<file path="src/hdl/uvrb_pkg.sv">
`default_nettype none

package uvrb_pkg;

   // ****************************************
   // register addresses of the result bank
   // ****************************************
   localparam logic [2:0] ADDR_STATE = 3'h0;
   localparam logic [2:0] ADDR_THERMAL = 3'h1;
   localparam logic [2:0] ADDR_CHAN_A = 3'h2;
   localparam logic [2:0] ADDR_CHAN_B = 3'h3;
   localparam logic [2:0] ADDR_CHAN_C = 3'h4;
   localparam logic [2:0] ADDR_TIME_LOW = 3'h5;
   localparam logic [2:0] ADDR_TIME_HIGH = 3'h6;

   // ****************************************
   // field layouts and reset values
   // ****************************************
   localparam int STAT_TIME_OVF = 7;
   localparam int STAT_RES_OVF = 6;
   localparam int STAT_CONV_OVF = 5;
   localparam int STAT_LOST = 4;
   localparam int STAT_FRESH = 3;
   localparam int STAT_MEASURING = 2;
   localparam int STAT_STANDBY = 1;
   localparam int STAT_POWERDOWN = 0;
   localparam int THERMAL_BITS = 12;
   localparam int CHAN_BITS = 16;
   localparam int TIME_BITS = 24;
   localparam logic [7:0] STATE_RESET = 8'h00;
   localparam logic [7:0] FILLER_BYTE = 8'h00;
   localparam logic [7:0] MISS_BYTE = 8'h00;
   localparam logic [15:0] CHAN_SATURATED = 16'hFFFF;
   localparam logic [3:0] TIME_SETTING_LONG = 4'h7;

   // ****************************************
   // carriers
   // ****************************************
   // raw counts from the converter core; the extra top bit of a channel is its carry
   typedef struct packed {
      logic [THERMAL_BITS-1:0] thermal;
      logic [CHAN_BITS:0] chanA;
      logic [CHAN_BITS:0] chanB;
      logic [CHAN_BITS:0] chanC;
      logic [TIME_BITS-1:0] convTime;
      logic timeWrapped;
      logic convOverdrive;
   } uvrb_raw_t;

   // one complete result set, buffered or published
   typedef struct packed {
      logic [15:0] thermal;
      logic [15:0] chanA;
      logic [15:0] chanB;
      logic [15:0] chanC;
      logic [TIME_BITS-1:0] convTime;
      logic timeOvf;
      logic resOvf;
      logic convOvf;
   } uvrb_res_t;

   // byte read request from the serial engine
   typedef struct packed {
      logic [2:0] addr;
      logic upper;
   } uvrb_rdreq_t;

endpackage

`default_nettype wire

</file>
<file path="src/hdl/uvrb_capture.sv">
`timescale 1ns/1ns
`default_nettype none

module uvrb_capture (
   input wire logic clk_sys, // system clock
   input wire logic reset_n, // async reset, active low
   input wire logic clearBank, // clears the buffer
   input wire logic measLoad, // end of a measurement cycle
   input wire uvrb_pkg::uvrb_raw_t meas, // raw converter results
   input wire logic external_start_stop_mode, // externally synchronized mode
   input wire logic time_measure_enable, // time measurement enabled
   input wire logic [3:0] conversion_time_setting, // conversion time setting
   output uvrb_pkg::uvrb_res_t bufSet // buffered result set
);
   import uvrb_pkg::*;

   uvrb_res_t next_bufSet;

   function automatic logic [15:0] satChan(input logic [CHAN_BITS:0] raw);
      satChan = raw[CHAN_BITS] ? CHAN_SATURATED : raw[CHAN_BITS-1:0];
   endfunction

   // ****************************************
   // buffer load
   // ****************************************
   always_comb begin
      next_bufSet = bufSet;
      if (clearBank) begin
         next_bufSet = '0;
      end else if (measLoad) begin
         next_bufSet.thermal = {4'h0, meas.thermal};
         next_bufSet.chanA = satChan(meas.chanA);
         next_bufSet.chanB = satChan(meas.chanB);
         next_bufSet.chanC = satChan(meas.chanC);
         // the core counter restarts from zero after the wrap
         next_bufSet.convTime = meas.convTime;
         next_bufSet.timeOvf = meas.timeWrapped & external_start_stop_mode
            & time_measure_enable;
         // a carry cannot arise below the long time settings
         next_bufSet.resOvf = (meas.chanA[CHAN_BITS] | meas.chanB[CHAN_BITS]
            | meas.chanC[CHAN_BITS]) & (conversion_time_setting >= TIME_SETTING_LONG);
         next_bufSet.convOvf = meas.convOverdrive;
      end
   end

   always_ff @(posedge clk_sys or negedge reset_n) begin
      if (!reset_n) begin
         bufSet <= '0;
      end else begin
         bufSet <= next_bufSet;
      end
   end

endmodule

`default_nettype wire

</file>
<file path="src/hdl/uvrb_result_bank.sv">
`timescale 1ns/1ns
`default_nettype none

module uvrb_result_bank (
   input wire logic clk_sys, // system clock, 25 MHz
   input wire logic reset_n, // async reset, active low
   input wire logic measState, // device is in measurement state
   input wire logic swReset, // software reset pulse
   input wire logic measLoad, // pulse: measurement cycle finished
   input wire uvrb_pkg::uvrb_raw_t meas, // raw results with measLoad
   input wire logic external_start_stop_mode, // externally synchronized mode
   input wire logic time_measure_enable, // time measurement enabled
   input wire logic [3:0] conversion_time_setting, // conversion time setting
   input wire logic measuring, // measurement in progress
   input wire logic standbyLive, // live internal standby signal
   input wire logic powerdownLive, // live internal powerdown signal
   input wire logic rdOpStart, // pulse: serial read operation begins
   input wire logic i2cStop, // pulse: stop condition seen
   input wire logic rdReq, // pulse: one byte wanted
   input wire uvrb_pkg::uvrb_rdreq_t rdSel, // address and byte half
   input wire logic wrReq, // pulse: one byte written
   input wire logic [2:0] wrAddr, // write index address
   input wire logic [7:0] wrData, // write byte
   output logic [7:0] rdData, // byte answer
   output logic rdAck, // pulse: rdData valid
   output logic rdMiss, // pulse: read refused, bank closed
   output logic [7:0] operating_state_ctrl, // state byte
   output logic [7:0] sensor_flags, // status byte, registered one cycle late
   output logic readyLevel, // ready pin level, high when idle
   output logic readActive // bank frozen by a read
);
   import uvrb_pkg::*;

   // ****************************************
   // declarations
   // ****************************************
   uvrb_res_t bufSet;
   uvrb_res_t resSet;
   uvrb_res_t next_resSet;
   logic bufNew;
   logic next_bufNew;
   logic lost_results_flag;
   logic next_lost_results_flag;
   logic fresh_results_flag;
   logic next_fresh_results_flag;
   logic next_readActive;
   logic measPrev;
   logic next_measPrev;
   logic clearBank;
   logic transfer;
   logic bankRead;
   logic statusRead;
   logic resultRead;
   logic [7:0] next_rdData;
   logic next_rdAck;
   logic next_rdMiss;
   logic [7:0] next_operating_state_ctrl;
   logic standby_live_flag;
   logic powerdown_live_flag;
   logic next_standby_live_flag;
   logic next_powerdown_live_flag;
   logic next_readyLevel;
   logic [7:0] statusByte;
   logic [7:0] next_sensor_flags;

   // ****************************************
   // byte picker
   // ****************************************
   // every location is 16 bits wide; the half bit picks the byte
   function automatic logic [7:0] halfOf(input logic [15:0] word, input logic upper);
      halfOf = upper ? word[15:8] : word[7:0];
   endfunction

   function automatic logic [7:0] pickByte(
      input uvrb_res_t res,
      input logic [7:0] stateByte,
      input logic [7:0] statByte,
      input uvrb_rdreq_t sel
   );
      case (sel.addr)
         ADDR_STATE: begin
            pickByte = halfOf({statByte, stateByte}, sel.upper);
         end
         ADDR_THERMAL: begin
            pickByte = halfOf(res.thermal, sel.upper);
         end
         ADDR_CHAN_A: begin
            pickByte = halfOf(res.chanA, sel.upper);
         end
         ADDR_CHAN_B: begin
            pickByte = halfOf(res.chanB, sel.upper);
         end
         ADDR_CHAN_C: begin
            pickByte = halfOf(res.chanC, sel.upper);
         end
         ADDR_TIME_LOW: begin
            pickByte = halfOf(res.convTime[15:0], sel.upper);
         end
         ADDR_TIME_HIGH: begin
            pickByte = halfOf({FILLER_BYTE, res.convTime[23:16]}, sel.upper);
         end
         default: begin
            pickByte = MISS_BYTE;
         end
      endcase
   endfunction

   // ****************************************
   // buffer stage
   // ****************************************
   uvrb_capture capture (
      .clk_sys(clk_sys),
      .reset_n(reset_n),
      .clearBank(clearBank),
      .measLoad(measLoad),
      .meas(meas),
      .external_start_stop_mode(external_start_stop_mode),
      .time_measure_enable(time_measure_enable),
      .conversion_time_setting(conversion_time_setting),
      .bufSet(bufSet)
   );

   // ****************************************
   // decode of events
   // ****************************************
   // leaving the measurement state counts as a return to configuration
   assign clearBank = swReset | (measPrev & ~measState);
   // a repeated start inside an open read does not refresh the bank
   assign transfer = rdOpStart & measState & ~readActive & ~clearBank;
   assign bankRead = rdReq & measState;
   assign statusRead = bankRead & (rdSel.addr == ADDR_STATE) & rdSel.upper;
   assign resultRead = bankRead & (rdSel.addr >= ADDR_THERMAL) & (rdSel.addr <= ADDR_TIME_HIGH);

   always_comb begin
      statusByte = '0;
      statusByte[STAT_TIME_OVF] = resSet.timeOvf;
      statusByte[STAT_RES_OVF] = resSet.resOvf;
      statusByte[STAT_CONV_OVF] = resSet.convOvf;
      statusByte[STAT_LOST] = lost_results_flag;
      statusByte[STAT_FRESH] = fresh_results_flag;
      statusByte[STAT_MEASURING] = ~readyLevel;
      statusByte[STAT_STANDBY] = standby_live_flag;
      statusByte[STAT_POWERDOWN] = powerdown_live_flag;
   end

   // ****************************************
   // result registers and data flags
   // ****************************************
   always_comb begin
      next_resSet = resSet;
      next_bufNew = bufNew;
      next_lost_results_flag = lost_results_flag;
      next_fresh_results_flag = fresh_results_flag;
      next_readActive = readActive;
      if (clearBank) begin
         next_resSet = '0;
         next_bufNew = 1'b0;
         next_lost_results_flag = 1'b0;
         next_fresh_results_flag = 1'b0;
         next_readActive = 1'b0;
      end else begin
         if (transfer) begin
            next_resSet = bufSet;
            next_readActive = 1'b1;
         end else if (i2cStop) begin
            next_readActive = 1'b0;
         end
         // a load in the transfer cycle leaves the newer set waiting
         if (measLoad) begin
            next_bufNew = 1'b1;
         end else if (transfer) begin
            next_bufNew = 1'b0;
         end
         // clear first so that a coinciding set wins
         if (statusRead) begin
            next_lost_results_flag = 1'b0;
         end
         if (measLoad & bufNew & ~transfer) begin
            next_lost_results_flag = 1'b1;
         end
         if (statusRead | resultRead) begin
            next_fresh_results_flag = 1'b0;
         end
         if (transfer & bufNew) begin
            next_fresh_results_flag = 1'b1;
         end
      end
   end

   always_ff @(posedge clk_sys or negedge reset_n) begin
      if (!reset_n) begin
         resSet <= '0;
         bufNew <= 1'b0;
         lost_results_flag <= 1'b0;
         fresh_results_flag <= 1'b0;
         readActive <= 1'b0;
      end else begin
         resSet <= next_resSet;
         bufNew <= next_bufNew;
         lost_results_flag <= next_lost_results_flag;
         fresh_results_flag <= next_fresh_results_flag;
         readActive <= next_readActive;
      end
   end

   // ****************************************
   // live control bits
   // ****************************************
   // registered once so that the status byte and ready pin move together
   always_comb begin
      next_standby_live_flag = standbyLive;
      next_powerdown_live_flag = powerdownLive;
      next_readyLevel = ~measuring;
      next_measPrev = measState;
   end

   always_ff @(posedge clk_sys or negedge reset_n) begin
      if (!reset_n) begin
         standby_live_flag <= 1'b0;
         powerdown_live_flag <= 1'b0;
         readyLevel <= 1'b1;
         measPrev <= 1'b0;
      end else begin
         standby_live_flag <= next_standby_live_flag;
         powerdown_live_flag <= next_powerdown_live_flag;
         readyLevel <= next_readyLevel;
         measPrev <= next_measPrev;
      end
   end

   // ****************************************
   // read answer
   // ****************************************
   // the answer is built from the registers before this cycle's transfer,
   // so the engine must leave a cycle between rdOpStart and the first rdReq
   always_comb begin
      next_rdData = MISS_BYTE;
      next_rdAck = 1'b0;
      next_rdMiss = 1'b0;
      if (rdReq) begin
         if (measState) begin
            next_rdData = pickByte(resSet, operating_state_ctrl, statusByte, rdSel);
            next_rdAck = 1'b1;
         end else begin
            next_rdMiss = 1'b1;
         end
      end
   end

   always_ff @(posedge clk_sys or negedge reset_n) begin
      if (!reset_n) begin
         rdData <= MISS_BYTE;
         rdAck <= 1'b0;
         rdMiss <= 1'b0;
      end else begin
         rdData <= next_rdData;
         rdAck <= next_rdAck;
         rdMiss <= next_rdMiss;
      end
   end

   // ****************************************
   // state byte and status mirror
   // ****************************************
   // the state byte survives a return to configuration, since that
   // return is itself written here; only a software reset clears it
   always_comb begin
      next_operating_state_ctrl = operating_state_ctrl;
      if (swReset) begin
         next_operating_state_ctrl = STATE_RESET;
      end else if (wrReq & (wrAddr == ADDR_STATE)) begin
         next_operating_state_ctrl = wrData;
      end
      next_sensor_flags = statusByte;
   end

   always_ff @(posedge clk_sys or negedge reset_n) begin
      if (!reset_n) begin
         operating_state_ctrl <= STATE_RESET;
         sensor_flags <= '0;
      end else begin
         operating_state_ctrl <= next_operating_state_ctrl;
         sensor_flags <= next_sensor_flags;
      end
   end

endmodule

`default_nettype wire

</file>
<file path="config.mk">
export PLATFORM = sky130hd
export DESIGN_NAME = uvrb_result_bank
export DESIGN_NICKNAME = d
export VERILOG_FILES = /design/src/hdl/uvrb_pkg.sv /design/src/hdl/uvrb_capture.sv /design/src/hdl/uvrb_result_bank.sv
export SDC_FILE = /design/constraint.sdc
export NUM_CORES = 1
export LEC_CHECK = 0
export CAP_MARGIN = 20
export CORE_MARGIN = 10
export CORE_UTILIZATION = 30
export DETAILED_ROUTE_END_ITERATION = 7
export DONT_BUFFER_PORTS = 1
export PLACE_DENSITY = 0.44
export SLEW_MARGIN = 30
export SYNTH_ARGS = -nofsm -noshare
export SYNTH_HDL_FRONTEND = slang
export SYNTH_SLANG_ARGS = --single-unit
</file>
<file path="constraint.sdc">
create_clock -name clk_sys -period 4.2 [get_ports clk_sys]
set_input_delay 0.42 -clock clk_sys [delete_from_list [all_inputs] [get_ports clk_sys]]
set_output_delay 0.42 -clock clk_sys [all_outputs]
set_load 0.1 [all_outputs]
</file>
==> results.md <==
- Crit path time final: 2.27 ns
- CTS tree: built
- Worst setup margin: 1.93 ns
- Wirelength per Cell: 20.1 microns
- Clock Pin Slew Worst Setup and Hold Paths: 0.06 ns
- Vias in the first global route: 6446
- Period utilization: 0.540
- Core ar.: 29600 sq um
- Outcome: finished, violations left
- Sink Count: 208
- Final Hold Slack: -0.403 ns
- Setup TNS: 0 ns
- DRT Pass-1 Iters: 4
- Worst slew margin: 0.334
- N_diodes: 0
- Crit-path leading delay family: flip-flops
- Post-DRT Antenna Nets: 0
- Post-CTS Hold Buffers: 5
- WP data arrival: 2.70 ns
- Worst Path Max Fanout: 71
- Buf+Inv Stages, Crit Path: 1
- EDFF count, synth: 0
- Top post-synthesis cells by area: dfrtp_1 (58%), mux2i_1 (8.6%), nand2_1 (8.2%)
- PortBufs: 0
- Synthesized Nets: 1040
- Initial Utilization: 0.303
- Fill cells: 3073
- Final nets: 1002
- Failing checks: hold timing
- FMAX: 0.441 GHz
- Clock root cell: clkbuf_16
- Worst path cell trace: or2_2 -> buf_12 -> nand2_1 -> a21oi_1
- Post-synth top cells: dfrtp_1 (207), nand2_1 (195), nor2_1 (152), a21oi_1 (106), mux2i_1 (77)
- Pwr Density: 447 nW/um^2
- Startpoint class of the critical path: register
- Unrepaired setup endpoints after global routing: no
- Rows: 63
- Worst VDD drop: 0.255 mV
- First-pass GRT wire length: 39900 microns
- GRT Util Overall: 0.137
- Max Cap Viol: 0
- Layout Utilization: 0.339
- CP Data Required Time: 4.63 ns
- CTS Buf Count: 25
- Critical Path Max Stage Delay: 1.00 ns
- CP max stage cell: dfrtp_1
- Pre-CTS WS: 1.92 ns
- DR DRC count: 0
- Synth area leader: dfrtp_1
- Initial antenna violation count: 1
- Synth Flop Type: dfrtp_1
- Min-Delay Path Class: input port to asynchronous set/reset pin
- Yosys Warn Count: 0
- Final wirelength: 25900 microns
- Yosys cell types: 36
- Worst skew pair latency: 0.52 ns
- Seq cells post-synth: 208
- # setup viols final: 0
- Grt ovf: 0
- Post-synth top area share: 0.579
- Cts repair resizes: 0
- Vias per Instance: 4.85
- Share of layout cells above drive strength 1: 0.0601
- Post-synth design cell area: 8950 sq um
- Layout area overhead: 12.0%
- CTS max path bufs: 3
- Fin. max-slew vios: 0
- Fraction of registers with async set/reset: 1.00
- HPWL after DPL: 16700 microns
- Most frequent cell after synthesis: dfrtp_1
- Gpl congestion: 0.769
- P_leak: 4.34 nW
- DIE HEIGHT: 193 microns
- Setup bufs post-CTS: 0
- Crit path capture type: register
- Register area share after synthesis: 0.582
- Die footprint: 37100 sq um
- DRT iter0 DRCs: 432
- Largest net degree at the start of global routing: 209
- Hold Fails Final Rpt: 208
- Mapped Cells: 918
- Clk_skew: 0.00690 ns
- CP Class: register to register
- Die Span X: 193 microns
- H-tree depth: 1
- I/O pin count: 150
- Synth Area per Inst: 9.75 sq um
- Worst Tran Pin Value: 0.999 ns
- DR vias: 6250
==> worst reg2reg max path: stages (launching register included) <==
cell,delay (ns)
dfrtp_1,1.00
or2_2,0.53
buf_12,0.35
nand2_1,0.16
a21oi_1,0.15
==> logic make-up (layout without fill, tap and decap cells) <==
family,Yosys count,in the layout,share of synthesized area
AND/OR/NAND/NOR,367,367,0.163
flip-flops,208,208,0.582
AO/OA/AOI/OAI,184,184,0.125
multiplexers,81,81,0.0912
buffers and inverters,78,58,0.0398
==> worst paths after layout <==
kind | slack, ns | cells past startpoint | start | to
worst max-delay path | 1.93 | 4 | readActive$_DFFE_PN0P_ | resSet[76]$_DFFE_PN0P_
worst min-delay path | -0.40 | 0 | reset_n | sensor_flags[5]$_DFF_PN0_
worst max register to register | 1.93 | 4 | readActive$_DFFE_PN0P_ | resSet[76]$_DFFE_PN0P_
worst min register to register | 0.38 | 0 | standby_live_flag$_DFF_PN0_ | sensor_flags[1]$_DFF_PN0_
max in group asynchronous | 4.23 | 0 | reset_n | resSet[63]$_DFFE_PN0P_
min in group clk_sys | 0.03 | 2 | wrData[1] | operating_state_ctrl[1]$_DFFE_PN0P_
==> cell usage in the layout (no fill, tap or decap), types with 3 or more instances in the layout <==
| cell type | count |
|---|---|
| o22ai_1 | 14 |
| a211oi_1 | 49 |
| mux2_2 | 4 |
| nand2_1 | 195 |
| dfrtp_1 | 206 |
| a31oi_1 | 3 |
| buf_12 | 3 |
| clkbuf_8 | 9 |
| nor3_1 | 3 |
| a221oi_1 | 7 |
| a21oi_1 | 106 |
| mux2i_1 | 77 |
| clkbuf_16 | 25 |
| nor2_1 | 151 |
| clkbuf_1 | 8 |
| dlygate4sd3_1 | 5 |
| inv_1 | 5 |
==> state kept, by name, indices dropped and copies added (netlist names), 3 cells and up <==
signal / flops
capture.bufSet: 87
resSet: 84
next_sensor_flags: 3
rdData: 8
sensor_flags: 8
operating_state_ctrl: 8
==> routing by layer <==
| metal | up-vias | wire length, microns | global-route usage |
|---|---|---|---|
| met5 | - | 13 | 0 |
| met4 | 2 | 481 | 0.0304 |
| met3 | 34 | 1910 | 0.0338 |
| met2 | 166 | 11400 | 0.206 |
| met1 | 3022 | 12000 | 0.193 |
| li1 | 3026 | - | - |
==> where the power goes <==
group          internal [W]  leakage (nW)  switching (W)
logic             0.0000878          1.13       0.000140
registers           0.00208          2.82      0.0000899
clock network       0.00125         0.391       0.000833
==> through the flow <==
stage / power (W) / cell area [sq um] / std cells
after floorplan: 0.00241 / 8950 / 918
after global placement: 0.00243 / 9170 / 1238
after detailed placement: 0.00243 / 9170 / 1238
after CTS: 0.00454 / 10000 / 1288
after global routing: 0.00466 / 10000 / 1288
final: 0.00448 / 10000 / 1288
==> layout make-up <==
class                           count  area, sq um  share of cell area
Clock buffer                       42          779              0.0777
Clock inverter                      3         21.3             0.00212
Inverter                            5         18.8             0.00187
Multi-Input combinational cell    632         3400               0.339
Sequential cell                   208         5210               0.519
Tap cell                          390          488              0.0487
Timing Repair Buffer                8          110              0.0110
Note: power is estimated with default switching activity, not from simulation.
